--- config.mk ---
export PLATFORM = sky130hd
export DESIGN_NAME = i2c_status_flags
export DESIGN_NICKNAME = d
export VERILOG_FILES = /design/src/i2c_addr_capture.v /design/src/i2c_pin_sync.v /design/src/i2c_status_flags.v
export VERILOG_INCLUDE_DIRS = /design/src
export SDC_FILE = /design/constraint.sdc
export NUM_CORES = 1
export LEC_CHECK = 0
export BUFFER_PORTS_ARGS = -buffer_cell sky130_fd_sc_hd__clkbuf_2
export CAP_MARGIN = 5
export CORE_ASPECT_RATIO = 1.5
export CORE_UTILIZATION = 47
export CTS_CLUSTER_SIZE = 16
export DETAILED_ROUTE_END_ITERATION = 16
export GPL_TIMING_DRIVEN = 0
export HOLD_SLACK_MARGIN = 0.03
export PLACE_DENSITY_LB_ADDON = 0.05
export SLEW_MARGIN = 25
export SYNTH_ARGS = -nofsm -noshare
export SYNTH_HDL_FRONTEND = slang
export SYNTH_SLANG_ARGS = --single-unit
export TNS_END_PERCENT = 20
--- constraint.sdc ---
create_clock -name sys_clk -period 1.94 [get_ports sys_clk]
set_input_delay 0.388 -clock sys_clk [delete_from_list [all_inputs] [get_ports sys_clk]]
set_output_delay 0.388 -clock sys_clk [all_outputs]
set_load 0.005 [all_outputs]
--- src/i2c_status_consts.vh ---
// Constants for the I2C channel status flag block: register address,
// field positions inside the status byte and the control byte, reset value.
// Assumes inclusion by bare name from the design files of this block.
`ifndef I2C_STATUS_CONSTS_VH
`define I2C_STATUS_CONSTS_VH

// Byte address of the status register on the internal memory bus
`define BUS_STATUS_ADDR     32'hfffff342
// Reset value of the status register
`define BUS_STATUS_RESET    8'h00

// Status byte field positions
`define MASTER_ACTIVE_BIT   7
`define ARB_LOST_BIT        6
`define EXT_CODE_BIT        5
`define ADDR_MATCH_BIT      4
`define TX_RX_STATE_BIT     3
`define ACK_SEEN_BIT        2
`define START_SEEN_BIT      1
`define STOP_SEEN_BIT       0

// Control byte field positions
`define CHANNEL_ENABLE_BIT  7
`define RELEASE_TRIGGER_BIT 6

// Upper nibble patterns of an extension code address byte
`define EXT_CODE_LOW        4'h0
`define EXT_CODE_HIGH       4'hf

// Clock edges counted for one address byte
`define ADDR_BITS           4'h8

`endif

--- src/i2c_addr_capture.v ---
// Shifts in the first byte after a start condition and pulses once at the
// rising edge of its eighth clock, with the complete byte alongside.
// Assumes single-cycle scl_rise and start_det strobes from the synchroniser.
`timescale 1ns/1ps
`default_nettype none
`include "i2c_status_consts.vh"

module i2c_addr_capture (
	input  wire       sys_clk,
	input  wire       srst,
	input  wire       clk_en,
	input  wire       scl_rise,
	input  wire       sda_level,
	input  wire       start_det,
	input  wire       stop_det,
	output reg        eighth_clk,
	output reg  [7:0] addr_byte
);

	reg  [3:0] bit_count;
	reg        capturing;

	// Only the address byte is of interest, so capture stops after bit eight
	always @(posedge sys_clk) begin
		if (srst) begin
			bit_count  <= 4'h0;
			capturing  <= 1'b0;
			eighth_clk <= 1'b0;
			addr_byte  <= 8'h00;
		end else if (clk_en) begin
			eighth_clk <= 1'b0;
			if (start_det) begin
				bit_count <= 4'h0;
				capturing <= 1'b1;
			end else if (stop_det) begin
				capturing <= 1'b0;
			end else if (capturing && scl_rise) begin
				addr_byte <= {addr_byte[6:0], sda_level};
				bit_count <= bit_count + 4'h1;
				if (bit_count == (`ADDR_BITS - 4'h1)) begin
					eighth_clk <= 1'b1;
					capturing  <= 1'b0;
				end
			end
		end
	end

endmodule // i2c_addr_capture

`default_nettype wire

--- src/i2c_pin_sync.v ---
// Two-stage synchroniser for the serial clock and data lines, with
// start, stop and clock rising edge detection on the synchronised levels.
// Assumes the lines are asynchronous to sys_clk and much slower than it.
`timescale 1ns/1ps
`default_nettype none

module i2c_pin_sync (
	input  wire       sys_clk,
	input  wire       srst,
	input  wire       clk_en,
	input  wire       scl_in,
	input  wire       sda_in,
	output reg        scl_level,
	output reg        sda_level,
	output reg        scl_rise,
	output reg        start_det,
	output reg        stop_det
);

	reg  [1:0] scl_meta;
	reg  [1:0] sda_meta;

	// First stage feeds only the second; idle bus reads high after reset
	always @(posedge sys_clk) begin
		if (srst) begin
			scl_meta <= 2'h3;
			sda_meta <= 2'h3;
		end else if (clk_en) begin
			scl_meta <= {scl_meta[0], scl_in};
			sda_meta <= {sda_meta[0], sda_in};
		end
	end

	// Edge detection looks only at the second stage and its delayed copy
	always @(posedge sys_clk) begin
		if (srst) begin
			scl_level <= 1'b1;
			sda_level <= 1'b1;
			scl_rise  <= 1'b0;
			start_det <= 1'b0;
			stop_det  <= 1'b0;
		end else if (clk_en) begin
			scl_level <= scl_meta[1];
			sda_level <= sda_meta[1];
			scl_rise  <= scl_meta[1] & ~scl_level;
			start_det <= scl_meta[1] & scl_level & sda_level & ~sda_meta[1];
			stop_det  <= scl_meta[1] & scl_level & ~sda_level & sda_meta[1];
		end
	end

endmodule // i2c_pin_sync

`default_nettype wire

--- src/i2c_status_flags.v ---
// Status flag logic for one I2C channel: master active, arbitration lost,
// extension code and address match, gathered with four flags kept by
// other logic into the read-only status byte on the internal memory bus.
// Assumes control byte, slave address and transmitter signals come from
// sys_clk logic; the bus lines are asynchronous and get synchronised here.
//
// Summary of operation
// (RQ1) The status byte ignores CPU writes and reset clears every bit to zero.
// (RQ2) The status byte answers whole byte reads and single-bit instruction reads alike.
// (RQ3) Bits 7 to 0 are master active, arb lost, ext code, addr match, tx/rx, ack, start, stop.
// (RQ4) Master active sets when this channel generates a start condition.
// (RQ5) Master active clears on stop, arbitration loss, release trigger, enable fall or reset.
// (RQ6) Arb lost sets on losing arbitration and master active clears in the same cycle.
// (RQ7) Arb lost clears on a status read, on enable fall or on reset.
// (RQ8) Ext code sets at the eighth clock rise when the address nibble is 0000 or 1111.
// (RQ9) Ext code clears on start, stop, release trigger or enable fall.
// (RQ10) Addr match sets at the eighth clock rise when the address equals the slave address.
// (RQ11) Addr match clears on start, stop, release trigger, enable fall or reset.
// (RQ12) The release trigger is bit 6 of the channel control byte.
// (RQ13) The channel enable is bit 7 of the channel control byte.
`timescale 1ns/1ps
`default_nettype none
`include "i2c_status_consts.vh"

module i2c_status_flags (
	input  wire        sys_clk,
	input  wire        srst,
	input  wire        clk_en,
	input  wire        scl_in,
	input  wire        sda_in,
	input  wire [7:0]  channel_control_reg,
	input  wire [7:0]  local_slave_addr,
	input  wire        start_gen,
	input  wire        tx_drive_high,
	input  wire        tx_rx_state_flag,
	input  wire        ack_seen_flag,
	input  wire        start_seen_flag,
	input  wire        stop_seen_flag,
	input  wire [31:0] cpu_addr,
	input  wire        cpu_rd,
	input  wire        cpu_wr,
	input  wire [7:0]  cpu_wdata,
	output reg  [7:0]  cpu_rdata,
	output reg         cpu_rd_valid,
	output reg  [7:0]  bus_status_reg
);

	wire       scl_level;
	wire       sda_level;
	wire       scl_rise;
	wire       start_det;
	wire       stop_det;
	wire       eighth_clk;
	wire [7:0] addr_byte;

	reg        master_active_flag;
	reg        arb_lost_flag;
	reg        ext_code_flag;
	reg        addr_match_flag;
	reg        enable_prev;

	wire       channel_enable_bit;
	wire       bus_release_trigger;
	wire       enable_fall;
	wire       status_hit;
	wire       status_read;
	wire       arb_loss;
	wire       ext_code_seen;
	wire       addr_equal;
	wire       common_clear;
	wire [7:0] status_word;
	wire       write_ignored;

	// Synchronise the bus lines and find start, stop and clock rises
	i2c_pin_sync u_pin_sync (
		.sys_clk   (sys_clk),
		.srst      (srst),
		.clk_en    (clk_en),
		.scl_in    (scl_in),
		.sda_in    (sda_in),
		.scl_level (scl_level),
		.sda_level (sda_level),
		.scl_rise  (scl_rise),
		.start_det (start_det),
		.stop_det  (stop_det)
	);

	// Collect the address byte and mark its eighth clock
	i2c_addr_capture u_addr_capture (
		.sys_clk    (sys_clk),
		.srst       (srst),
		.clk_en     (clk_en),
		.scl_rise   (scl_rise),
		.sda_level  (sda_level),
		.start_det  (start_det),
		.stop_det   (stop_det),
		.eighth_clk (eighth_clk),
		.addr_byte  (addr_byte)
	);

	// Control byte fields that steer the flags
	assign channel_enable_bit  = channel_control_reg[`CHANNEL_ENABLE_BIT];  // RQ13
	assign bus_release_trigger = channel_control_reg[`RELEASE_TRIGGER_BIT]; // RQ12

	// Remember the enable so that only a 1 to 0 change clears flags
	always @(posedge sys_clk) begin
		if (srst) begin
			enable_prev <= 1'b0;
		end else if (clk_en) begin
			enable_prev <= channel_enable_bit;
		end
	end

	assign enable_fall = enable_prev & ~channel_enable_bit; // RQ13

	// Address decode; a bit instruction still fetches the whole byte
	assign status_hit  = (cpu_addr == `BUS_STATUS_ADDR);
	assign status_read = status_hit & cpu_rd; // RQ2

	// Writes reach this decode but change nothing
	assign write_ignored = status_hit & cpu_wr & (|cpu_wdata | 1'b1); // RQ1

	// Loss: we release the data line for a one but another device pulls it low
	assign arb_loss = master_active_flag & tx_drive_high & scl_rise & ~sda_level; // RQ6

	// Address checks made at the eighth clock rise, byte includes bit eight
	assign ext_code_seen = (addr_byte[7:4] == `EXT_CODE_LOW) |
		(addr_byte[7:4] == `EXT_CODE_HIGH); // RQ8
	assign addr_equal = (addr_byte[7:1] == local_slave_addr[7:1]); // RQ10

	// Conditions shared by the ext code and addr match flags
	assign common_clear = start_det | stop_det | bus_release_trigger | enable_fall;

	// Master active: set by our own start, cleared by stop, loss, release, enable fall
	always @(posedge sys_clk) begin
		if (srst) begin
			master_active_flag <= 1'b0; // RQ5
		end else if (clk_en) begin
			if (stop_det | arb_loss | bus_release_trigger | enable_fall) begin
				master_active_flag <= 1'b0; // RQ5
			end else if (start_gen) begin
				master_active_flag <= 1'b1; // RQ4
			end
		end
	end

	// Arbitration lost: the set wins over the read clear so no loss goes unseen
	always @(posedge sys_clk) begin
		if (srst) begin
			arb_lost_flag <= 1'b0; // RQ7
		end else if (clk_en) begin
			if (arb_loss) begin
				arb_lost_flag <= 1'b1; // RQ6
			end else if (status_read | enable_fall) begin
				arb_lost_flag <= 1'b0; // RQ7
			end
		end
	end

	// Extension code flag; the eighth clock never coincides with start or stop
	always @(posedge sys_clk) begin
		if (srst) begin
			ext_code_flag <= 1'b0;
		end else if (clk_en) begin
			if (eighth_clk & ext_code_seen) begin
				ext_code_flag <= 1'b1; // RQ8
			end else if (common_clear) begin
				ext_code_flag <= 1'b0; // RQ9
			end
		end
	end

	// Address match flag
	always @(posedge sys_clk) begin
		if (srst) begin
			addr_match_flag <= 1'b0; // RQ11
		end else if (clk_en) begin
			if (eighth_clk & addr_equal) begin
				addr_match_flag <= 1'b1; // RQ10
			end else if (common_clear) begin
				addr_match_flag <= 1'b0; // RQ11
			end
		end
	end

	// Status byte layout, upper nibble kept here, lower nibble from other logic
	assign status_word = {master_active_flag, arb_lost_flag, ext_code_flag,
		addr_match_flag, tx_rx_state_flag, ack_seen_flag,
		start_seen_flag, stop_seen_flag}; // RQ3

	// Registered view of the status byte and the CPU read answer
	always @(posedge sys_clk) begin
		if (srst) begin
			bus_status_reg <= `BUS_STATUS_RESET; // RQ1
			cpu_rdata      <= 8'h00;
			cpu_rd_valid   <= 1'b0;
		end else if (clk_en) begin
			bus_status_reg <= status_word;
			cpu_rd_valid   <= status_read;
			if (status_read) begin
				// Value returned is the one before the read clears arb lost
				cpu_rdata <= status_word; // RQ2
			end else begin
				cpu_rdata <= 8'h00;
			end
		end
	end

endmodule // i2c_status_flags

`default_nettype wire

Yosys cells after proc, flatten, opt, wreduce, memory -nomap -nowiden
Cells that the tools add are included.
- $add $sub $neg: 1
- bitwise gates (word level): 27
- equality and inequality tests: 5
- mux-type cells: 19
- reductions and logical operators: 16
- operators with widths (kind ; count):
    $eq A32 B32 Y1 const B ; 1
    $mux W1 ; 15
    $and A1 B1 Y1 ; 13
    $mux W4 ; 3
    $reduce_bool A2 Y1 ; 5
    $mux W8 ; 1
    $or A1 B1 Y1 ; 8
    $reduce_and A2 Y1 ; 4
    $eq A7 B7 Y1 ; 1
    $not A1 Y1 ; 6
    $reduce_and A3 Y1 ; 2
    $reduce_bool A3 Y1 ; 2
    $add A4 B1 Y4 const B ; 1
    $eq A4 B3 Y1 const B ; 1
    $eq A4 B4 Y1 const B ; 1
    $logic_not A4 Y1 ; 1
    $reduce_and A4 Y1 ; 1
    $ne A2 B1 Y1 const B ; 1
    $logic_and A1 B1 Y1 ; 1
- bits in registers: 45
- input bits: 69
- output and inout bits: 17
- word-level logic and storage cells: 87

Depth between registers and ports, before layout
Gate-level depths: netlist of the first run.
- depth after elaboration: 8
- depth in mapped cells: 5
- gate-level depth less buffers: 4

Cells and area by module
A second synthesis of the first run with hierarchy kept.
- cells, all modules: 225
- area total of the unflattened synthesis: 2037.0 µm²
- by module, submodules not included (module ; cells each ; times used ; area each (µm²) ; seq. area each (µm²)):
    i2c_status_flags ; 115 ; 1 ; 1054.8 ; 440.4
    i2c_addr_capture ; 78 ; 1 ; 649.4 ; 280.3
    i2c_pin_sync ; 32 ; 1 ; 332.8 ; 180.2

Least setup slack after synthesis of the first run
OpenSTA, ideal clock, no wires.
- path kind: input-to-reg
- start point: in cpu_addr[5]
- end point: reg arb_lost_flag
- path slack: 121 ps
- library setup time: 120 ps
- stages: 4
- arrival: 1699 ps
- path through: or4b_4 nor4_4 nand4_4 o31a_1
- longest elaborated chain between the ends: 5
- ends and longest elaborated chain (what ; RTL line ; text):
    start, declared ; i2c_status_flags.v:39 ; input wire [31:0] cpu_addr,
    $eq A32 B32 Y1 (no line) ; - ;
    $and A1 B1 Y1 ; i2c_status_flags.v:118 ; assign status_read = status_hit & cpu_rd;
    $or A1 B1 Y1 ; i2c_status_flags.v:154 ; end else if (status_read | enable_fall) begin
    $reduce_bool A2 Y1 (no line) ; - ;
    $reduce_and A2 Y1 (no line) ; - ;
    end signal, assigned ; i2c_status_flags.v:150 ; arb_lost_flag <= 1'b0;
    end signal, assigned ; i2c_status_flags.v:153 ; arb_lost_flag <= 1'b1;
    end signal, assigned ; i2c_status_flags.v:155 ; arb_lost_flag <= 1'b0;
    end, declared ; i2c_status_flags.v:57 ; reg arb_lost_flag;
No other way between the ends.
A chain may end at the register's enable or synchronous reset.

Worst setup path after layout of the first run
- start point: in srst
- end point: reg enable_prev
- RTL lines (what ; RTL line ; text):
    start, declared ; i2c_status_flags.v:27 ; input wire srst,
    end signal, assigned ; i2c_status_flags.v:110 ; enable_prev <= channel_enable_bit;
    end, declared ; i2c_status_flags.v:60 ; reg enable_prev;
No word-level cell between the ends.

==> results.md, run 1 <==
- Number of diodes: 0
- DRC errors left: 0
- Worst EP required: 2110 ps
- Total negative setup slack: 0 ps
- Fin crit share: between 80% and 90%
- Clk pin slew, worst setup/hold paths: approximately 70 ps
- CP startpoint kind: primary input
- Syn-to-layout area delta: 25.3%
- Crit. End Element: register
- Status: finished, final reports clean
- Main flop type after synthesis: dfxtp_1
- CTS sink cnt: 45
- Via density: about 5.3
- Setup Buffers After CTS: 0
- Layout cell share with drive strength beyond 1: 31.6%
- Crit path setup slack, layout: around 210 ps
- Most frequent cell after synthesis: dfxtp_1
- Final setup viols: 0
- Max Slew Vio Count: 0
- Worst skew pair latency: roughly 300 ps
- Crit Path Category: in -> reg
- Final wirelength: roughly 4400 um
- Initial antenna violation count: 0
- Worst-Margin Slew: 652 ps
- Hold Violations, Final: 0
- Drt first pass iters: 4
- Placement Cell Area: around 2400 um^2
- Hold Path Class: in -> reg
- Post-Place Worst Slack: -135 ps
- Top-area cell type share of the netlist area: 46.1%
- Crit path DAT: 1900 ps
- Initial Util: between 40% and 50%
- Gpl congestion: ~0.74
- Largest net degree at the start of global routing: 13
- Die area: about 4400 um^2
- Design Area, Final: ~2400 um^2
- Relative slew margins: a little under three fifths
- Routed len/inst: 13.5 um
- Grt ovf: 0
- Hold buffer count at CTS: 0
- CTS tree: built
- Critical-path maximum fanout: 10
- Max VDD drop: ~0.57 mV
- Post-synth net total: between 200 and 300
- Register bit total from synthesis: 45
- Number of global-route vias before repair: 1644
- Synth warn: 0
- First-pass GRT wire length: 7070 um
- Die height: approximately 81 um
- Mapped Cells: 206
- Port bufs: just under 70
- Via count: 1735
- Min cycle time layout: approximately 1700 ps
- Mapped cell area: around 2000 um^2
- Clock skew: 5.86 ps
- Clock root buffer: clkbuf_8
- Top-level I/O count: 86
- Syn Area/Cell: between 9 and 10 um^2
- Synth top cells by count: dfxtp_1, nand2_1, nor2_1, mux2i_1, a21oi_1
- Post-synthesis sequential area ratio: between 40% and 50%
- Area leader, netlist: dfxtp_1
- Hpwl dp: 3300 um
- P_leak: about 1.1 nW
- Synth cell types: 36
- Max frequency: 0.577 GHz
- Core ar.: approximately 4000 um^2
- Die X: around 55 um
- RSZ-0062 raised after global routing: no
- Synth area leaders: dfxtp_1, mux2i_1, o41ai_2, nand2_1, xor2_1
- Row Count: 28
- Asr flop ratio synth: 0%
- Htree depth: 2
- Max Root-Sink Buffers: 2
- TritonCTS Buffers: 5
- CTS-repair resized insts: 0
- Final #Nets: ~350
- Number of max-cap violations: 0
- Power Total: roughly 1.7 mW
- Antenna Nets Post-Route: 0
- Power Density: just under 700 nW/um^2
- GRT Total Usage: between 20% and 30%
- Drt initial violations: between 40 and 50
- Number of enable flip-flop cells after synthesis: 0
through the flow:
step | utilization, % | hold slack (ps) | cells
finish | 61.8 | 307 | 327
global route | 61.8 | 311 | 327
CTS | 61.7 | 301 | 327
detailed placement | 59.5 | 458 | 320
global placement | 59.5 | 451 | 320
floorplan | - | 441 | 206
cells by family (layout without fill, tap and decap cells):
| family | count (synthesis) | in the layout | synth area share (%) |
|---|---|---|---|
| muxes | 15 | 15 | 7.69 |
| xor gates and xnor gates | 9 | 9 | 4.04 |
| buffers and inverters | 17 | 93 | 3.33 |
| adders and majority gates | 1 | 1 | 0.641 |
| DFF | 45 | 45 | 46.1 |
| AOI/OAI and AO/OA | 38 | 38 | 16.1 |
| and+or+nand+nor | 81 | 81 | 22.0 |
critical path: stages:
cell and delay, ps:
clkbuf_2 80, clkbuf_1 480, clkbuf_1 440, buf_1 410, nor2_1 100
per-layer routing:
layer / track usage (%) / part of all wire [%] / vias up
li1: - / - / 893
met1: 25.4 / 43 / 794
met2: 37.7 / 52 / 41
met3: 4.31 / 4.2 / 7
met4: 8.46 / 1.5 / 0
met5: 0 / 0 / -
report_power, final:
part           switching [mW]  internal [mW]  total, mW  leakage, nW
clock network           0.297          0.283      0.580       0.0443
logic                  0.0784         0.0686      0.147        0.682
registers              0.0103          0.938      0.948        0.365
total                   0.386           1.29       1.67         1.09
placed cells by master, fill, tap and decap left out, drive strengths merged, types with 5 or more instances in the layout:
cell    count
clkbuf     85
dfxtp      45
nand2      30
nor2       18
mux2i      15
a21oi      14
o41ai      10
nand3       9
xor2        9
inv         5
nand4       5
final timing paths:
path                                           from                          end  slack, ps  cells after the start
worst min-delay path                         sda_in       u_pin_sync.sda_meta[0]        310                      3
worst max register to register  u_pin_sync.scl_rise  u_addr_capture.addr_byte[1]        300                      5
worst max-delay path                           srst                  enable_prev        210                      5
worst min register to register    bus_status_reg[4]            bus_status_reg[4]        470                      2
area by class of cell:
| cell class | instances | area [um^2] |
|---|---|---|
| tap | 45 | 56.3 |
| sequential | 45 | 901 |
| buffer | 12 | 46.3 |
| fill | 378 | 1510 |
| timing repair buffer | 69 | 345 |
| clock buffer | 7 | 86.3 |
| multi-input combinational | 144 | 993 |
| inverter | 5 | 18.8 |
Note: power is estimated with default switching activity, not from simulation.
==> run 2, diff against run 1 <==
--- a/config.mk
+++ b/config.mk
@@ -8,8 +8,10 @@
 export LEC_CHECK = 0
 export BUFFER_PORTS_ARGS = -buffer_cell sky130_fd_sc_hd__clkbuf_2
 export CAP_MARGIN = 5
+export CELL_PAD_IN_SITES_DETAIL_PLACEMENT = 0
+export CELL_PAD_IN_SITES_GLOBAL_PLACEMENT = 1
 export CORE_ASPECT_RATIO = 1.5
-export CORE_UTILIZATION = 47
+export CORE_UTILIZATION = 34
 export CTS_CLUSTER_SIZE = 16
 export DETAILED_ROUTE_END_ITERATION = 16
 export GPL_TIMING_DRIVEN = 0
@@ -19,4 +21,3 @@
 export SYNTH_ARGS = -nofsm -noshare
 export SYNTH_HDL_FRONTEND = slang
 export SYNTH_SLANG_ARGS = --single-unit
-export TNS_END_PERCENT = 20
==> run 2 against run 1 <==
Combinational power about the same. Design area increased by 1.7%. Critical path depth unchanged. Clock skew increased by 5.0 ps. Utilization decreased by 16 points. Final cell count increased by 7.6%. Routed wire length increased by 13%. Largest cell class unchanged. Highest routed layer unchanged.
==> results.md, run 2 (same netlist as run 1, synthesis figures left out) <==
- CTS tree: built (unchanged)
- Commonest non-fill, non-tap cell in the layout: clkbuf_2 (unchanged)
- Worst R2R Setup Slack: 350 ps (was 300 ps)
- Total negative setup slack: 0 ps (unchanged)
- TritonCTS Buffers: 5 (unchanged)
- Crit path buf inv count: 1 (was 4)
- Die height: 94.8 um (was 81.0 um)
- Initial antenna violation count: 0 (unchanged)
- Crit. End Element: register (unchanged)
- First-pass GRT wire length: 8030 um (was 7070 um)
- Number of global-route vias before repair: 1668 (was 1644)
- Crit Path Category: in -> reg (unchanged)
- R2R cell count: 5 (unchanged)
- Worst-Margin Slew: 626 ps (was 652 ps)
- Syn-to-layout area delta: 27.5% (was 25.3%)
- Initial Util: 35.6% (was 49.3%)
- Hold buffer count at CTS: 0 (unchanged)
- Gpl congestion: 0.718 (was 0.736)
- Die X: 63.9 um (was 54.6 um)
- Delay-heaviest family, CP: simple AND/OR/NAND/NOR gates (was buffers and inverters)
- Power Total: 1.74 mW (was 1.67 mW)
- Met2 Usage GRT: 31.0% (was 37.7%)
- CP startpoint kind: primary input (unchanged)
- Hold Violations, Final: 0 (unchanged)
- DRC errors left: 0 (unchanged)
- RSZ-0062 raised after global routing: no (unchanged)
- CP Launch Point: cpu_addr[5] (was srst)
- Max Slew Vio Count: 0 (unchanged)
- Core ar.: 5490 um^2 (was 3960 um^2)
- M3 GR Usage: 4.35% (was 4.31%)
- Worst EP required: 2140 ps (was 2110 ps)
- Layout cell share with drive strength beyond 1: 32.3% (was 31.6%)
- Worst skew pair latency: 300 ps (about the same)
- Max frequency: 0.600 GHz (was 0.577 GHz)
- Relative slew margins: 58.3% (was 56.5%)
- Max stage delay cell, worst path: or4b_4 (was clkbuf_1)
- Hpwl dp: 3740 um (was 3300 um)
- Final setup viols: 0 (unchanged)
- Antenna Nets Post-Route: 0 (unchanged)
- Via density: 4.99 (was 5.31)
- Placement Cell Area: 2390 um^2 (was 2350 um^2)
- Final #Nets: 351 (was 352)
- Via count: 1757 (was 1735)
- Min cycle time layout: 1670 ps (was 1730 ps)
- P_leak: 1.10 nW (was 1.09 nW)
- Most used routing layer: met2 (unchanged)
- End of the critical path: arb_lost_flag (was enable_prev)
- Worst r2r src: u_pin_sync.scl_rise (unchanged)
- Hold Path Class: in -> reg (unchanged)
- Grt ovf: 0 (unchanged)
- Largest net degree at the start of global routing: 14 (was 13)
- Fin crit share: 85.8% (was 89.3%)
- Row Count: 33 (was 28)
- Hold_sp: sda_in (unchanged)
- Max Root-Sink Buffers: 2 (unchanged)
- Number of diodes: 0 (unchanged)
- Critical-path cell list: clkbuf_2 > or4b_4 > nor4_4 > nand4_4 > o31a_1 (was clkbuf_2 > clkbuf_1 > clkbuf_1 > buf_1 > nor2_1)
- Drt first pass iters: 4 (unchanged)
- Critical path depth: 5 (unchanged)
- Most frequent cells in the layout: clkbuf_2, dfxtp_1, nand2_1 (unchanged)
- Critical-path maximum fanout: 10 (unchanged)
- Clock skew: 10.9 ps (was 5.86 ps)
- Drt initial violations: 84 (was 42)
- Port bufs: 69 (unchanged)
- Htree depth: 2 (unchanged)
- Routed len/inst: 14.1 um (was 13.5 um)
- Top-level I/O count: 86 (unchanged)
- GR Util met1: 20.0% (was 25.4%)
- Power Density: 700 nW/um^2 (was 684 nW/um^2)
- Crit path DAT: 1870 ps (was 1900 ps)
- GRT Total Usage: 17.5% (was 21.9%)
- Clock root buffer: clkbuf_8 (unchanged)
- Crit path setup slack, layout: 275 ps (was 208 ps)
- Finished Layout Cells: 352 (was 327)
- Number of max-cap violations: 0 (unchanged)
- Design Area, Final: 2490 um^2 (was 2450 um^2)
- Post-Place Worst Slack: -183 ps (was -135 ps)
- Max VDD drop: 0.357 mV (was 0.574 mV)
- Final wirelength: 4980 um (was 4410 um)
- RR Endpoint: u_addr_capture.addr_byte[6] (was u_addr_capture.addr_byte[1])
- Clk pin slew, worst setup/hold paths: 90 ps (was 70 ps)
- CTS sink cnt: 45 (unchanged)
- Placed cells: 345 (was 320)
- Status: finished, final reports clean (unchanged)
- Die area: 6060 um^2 (was 4420 um^2)
- Critical Path Max Stage Delay: 530 ps (was 480 ps)
## run 2: layout make-up
class	count	area [um^2]
Sequential cell	45	901
Clock inverter	1	5.00
Inverter	5	18.8
Multi-Input combinational cell	144	993
Tap cell	70	87.6
Fill cell	572	3000
Clock buffer	7	96.3
Timing Repair Buffer	69	345
Buffer	11	42.5
## run 2: repair_timing
action / CTS / global route
gates resized for setup: 0 / 1
setup endpoints to repair: 0 / 3
setup buffers: 0 / 0
## run 2: how the worst min path moves through the flow
| stage | to | slack (ps) | depth (start not counted) |
|---|---|---|---|
| after CTS | u_pin_sync.sda_meta[0] | 300 | 3 |
| final | u_pin_sync.sda_meta[0] | 300 | 3 |
| after global routing | u_pin_sync.sda_meta[0] | 300 | 3 |
| after detailed placement | bus_status_reg[1] | 460 | 2 |
| after global placement | bus_status_reg[1] | 450 | 2 |
| after floorplan | u_pin_sync.scl_meta[0] | 440 | 2 |
## run 2: where the power goes
| group | leakage, nW | internal (mW) | switching [mW] |
|---|---|---|---|
| clock network | 0.0542 | 0.322 | 0.322 |
| registers | 0.365 | 0.938 | 0.0107 |
| logic | 0.681 | 0.0682 | 0.0814 |
## run 2: worst reg2reg max path: stages, from the launching register on
cell and delay [ps]:
dfxtp_1 390, nand2_1 100, nor4b_2 370, buf_2 340
mux2i_1 220, nor2_1 50
## run 2: metal layers
metal	vias to the layer above	share of wire [%]
li1	899	-
met1	806	42
met2	46	52
met3	6	4.7
met4	0	1.3
met5	-	0
## run 2: per-stage QoR
stage / utilization (%) / hold slack (ps)
2_1_floorplan: - / 441
4_1_cts: 45.3 / 299
3_3_place_gp: 43.4 / 452
3_5_place_dp: 43.4 / 458
5_1_grt: 45.3 / 296
6_report: 45.3 / 302
==> run 3, diff against run 2 <==
--- a/config.mk
+++ b/config.mk
@@ -6,11 +6,12 @@
 export SDC_FILE = /design/constraint.sdc
 export NUM_CORES = 1
 export LEC_CHECK = 0
+export ABC_CLOCK_PERIOD_IN_PS = 1940
 export BUFFER_PORTS_ARGS = -buffer_cell sky130_fd_sc_hd__clkbuf_2
 export CAP_MARGIN = 5
 export CELL_PAD_IN_SITES_DETAIL_PLACEMENT = 0
 export CELL_PAD_IN_SITES_GLOBAL_PLACEMENT = 1
-export CORE_ASPECT_RATIO = 1.5
+export CORE_ASPECT_RATIO = 0.9
 export CORE_UTILIZATION = 34
 export CTS_CLUSTER_SIZE = 16
 export DETAILED_ROUTE_END_ITERATION = 16
==> run 3 against run 2 <==
Sequential power hardly changed. Hold slack better by 4.6 ps. Power is 1.9% lower. Register-to-register slack worse by 60 ps. Final cell count down 0.57%. Critical path type unchanged. Largest cell class unchanged.
==> results.md, run 3 (same netlist as run 1, synthesis figures left out) <==
- Min cycle time layout: 1730 ps (was 1670 ps)
- Number of diodes: 0 (unchanged)
- Die X: 81.9 um (was 63.9 um)
- Crit. End Element: register (unchanged)
- Die height: 73.9 um (was 94.8 um)
- Setup Buffers After CTS: 0 (unchanged)
- P_leak: 1.10 nW (about the same)
- Clk pin slew, worst setup/hold paths: 80 ps (was 90 ps)
- Initial antenna violation count: 0 (unchanged)
- Psw: 0.413 mW (was 0.414 mW)
- Hold buffer count at CTS: 0 (unchanged)
- Initial Util: 36.3% (was 35.6%)
- Internal Power: 1.30 mW (was 1.33 mW)
- DRC errors left: 0 (unchanged)
- Core ar.: 5380 um^2 (was 5490 um^2)
- Most frequent cells in the layout: clkbuf_2, dfxtp_1, nand2_1 (unchanged)
- Final #Nets: 352 (was 351)
- Worst EP required: 2110 ps (was 2140 ps)
- Hpwl dp: 3610 um (was 3740 um)
- Top-level I/O count: 86 (unchanged)
- Critical Path Max Stage Delay: 460 ps (was 530 ps)
- Clock root buffer: clkbuf_8 (unchanged)
- Sequential power share: 55.5% (was 54.4%)
- Antenna Nets Post-Route: 0 (unchanged)
- Commonest non-fill, non-tap cell in the layout: clkbuf_2 (unchanged)
- Worst-Margin Slew: 716 ps (was 626 ps)
- Drt first pass iters: 4 (unchanged)
- Worst skew pair latency: 300 ps (about the same)
- Syn-to-layout area delta: 27.2% (was 27.5%)
- Power share of the clock group: 35.8% (was 37.0%)
- TritonCTS Buffers: 5 (unchanged)
- Crit Path Category: in -> reg (unchanged)
- Relative slew margins: 51.6% (was 58.3%)
- Placed cells: 342 (was 345)
- Row Count: 25 (was 33)
- Final setup viols: 0 (unchanged)
- Sw Ratio: 24.2% (was 23.8%)
- Hold Violations, Final: 0 (unchanged)
- Via count: 1748 (was 1757)
- Clock skew: 9.52 ps (was 10.9 ps)
- First-pass GRT wire length: 7700 um (was 8030 um)
- Fin crit share: 89.3% (was 85.8%)
- Routed len/inst: 13.6 um (was 14.1 um)
- RSZ-0062 raised after global routing: no (unchanged)
- Crit path buf inv count: 4 (was 1)
- CTS tree: built (unchanged)
- Crit path setup slack, layout: 208 ps (was 275 ps)
- CP startpoint kind: primary input (unchanged)
- Drt initial violations: 84 (unchanged)
- Max Slew Vio Count: 0 (unchanged)
- GRT Total Usage: 16.9% (was 17.5%)
- Number of global-route vias before repair: 1703 (was 1668)
- Max frequency: 0.577 GHz (was 0.600 GHz)
- Final wirelength: 4770 um (was 4980 um)
- Power Total: 1.71 mW (was 1.74 mW)
- Total negative setup slack: 0 ps (unchanged)
- CTS sink cnt: 45 (unchanged)
- Largest net degree at the start of global routing: 15 (was 14)
- Placement Cell Area: 2380 um^2 (was 2390 um^2)
- Max Root-Sink Buffers: 2 (unchanged)
- Layout cell share with drive strength beyond 1: 32.2% (was 32.3%)
- Grt ovf: 0 (unchanged)
- Critical-path maximum fanout: 10 (unchanged)
- Status: finished, final reports clean (unchanged)
- Die area: 6050 um^2 (was 6060 um^2)
- Via density: 4.99 (about the same)
- Max stage delay cell, worst path: clkbuf_1 (was or4b_4)
- Most frequent CP cell: clkbuf_1
- Htree depth: 2 (unchanged)
- Gpl congestion: 0.738 (was 0.718)
- Logic pwr share: 8.7% (was 8.6%)
- Hold Path Class: in -> reg (unchanged)
- Delay-heaviest family, CP: buffers and inverters (was simple AND/OR/NAND/NOR gates)
- Design Area, Final: 2480 um^2 (was 2490 um^2)
- Crit path DAT: 1900 ps (was 1870 ps)
- Max VDD drop: 0.336 mV (was 0.357 mV)
- Hold slack: 306 ps (was 302 ps)
- Post-Place Worst Slack: -171 ps (was -183 ps)
- Final core utilization: 46.2% (was 45.3%)
- Power Density: 688 nW/um^2 (was 700 nW/um^2)
- Port bufs: 69 (unchanged)
- Critical-path cell list: clkbuf_2 > clkbuf_1 > clkbuf_1 > buf_1 > nor2_1 (was clkbuf_2 > or4b_4 > nor4_4 > nand4_4 > o31a_1)
- Number of max-cap violations: 0 (unchanged)
- Finished Layout Cells: 350 (was 352)
## run 3: cell types whose count changed in the layout (fill, tap and decap cells not counted)
cell	change
clkbuf_1	+1
clkbuf_8	-1
clkinv_4	+1
## run 3: worst register-to-register path, delay by kind of cell, from the launching register on
family                 cells  cell delay (ps)
DFF                        1              400
buffers and inverters      1              360
and+or+nand+nor            3              540
muxes                      1              230
## run 3: per-layer routing
layer	global-route usage, %	up-vias	wire length, um
met3	3.98	2	270
met4	5.07	0	22
li1	-	899	-
met2	25.9	44	2050
met5	0	-	0
met1	23.6	803	2420
## run 3: cell type report
class | instances | area, um^2
Sequential cell | 45 | 901
Clock buffer | 6 | 82.6
Inverter | 5 | 18.8
Tap cell | 67 | 83.8
Buffer | 12 | 46.3
Clock inverter | 2 | 13.8
Multi-Input combinational cell | 144 | 993
Timing Repair Buffer | 69 | 345
Fill cell | 578 | 2900
## run 3: power by group through the flow
stage | sequential, mW | clock [mW] | combinational, mW
6_report | 0.948 | 0.612 | 0.149
5_1_grt | 0.950 | 0.667 | 0.169
4_1_cts | 0.948 | 0.629 | 0.153
3_5_place_dp | 0.970 | 0 | 0.152
3_3_place_gp | 0.970 | 0 | 0.152
2_1_floorplan | 0.968 | 0 | 0.0697
## run 3: worst paths after layout
path | startpoint | slack, ps | to | cells after the start
worst max-delay path | srst | 210 | u_addr_capture.bit_count[0] | 5
worst min register to register | bus_status_reg[4] | 470 | bus_status_reg[4] | 2
worst max register to register | u_pin_sync.scl_rise | 290 | u_addr_capture.addr_byte[0] | 5
worst min-delay path | scl_in | 310 | u_pin_sync.scl_meta[0] | 3
## run 3: timing repair
| item | 4_1_cts | 5_1_grt |
|---|---|---|
| resized for setup | 0 | 1 |
| hold endpoints to repair | 0 | 0 |
| setup endpoints to repair | 0 | 8 |
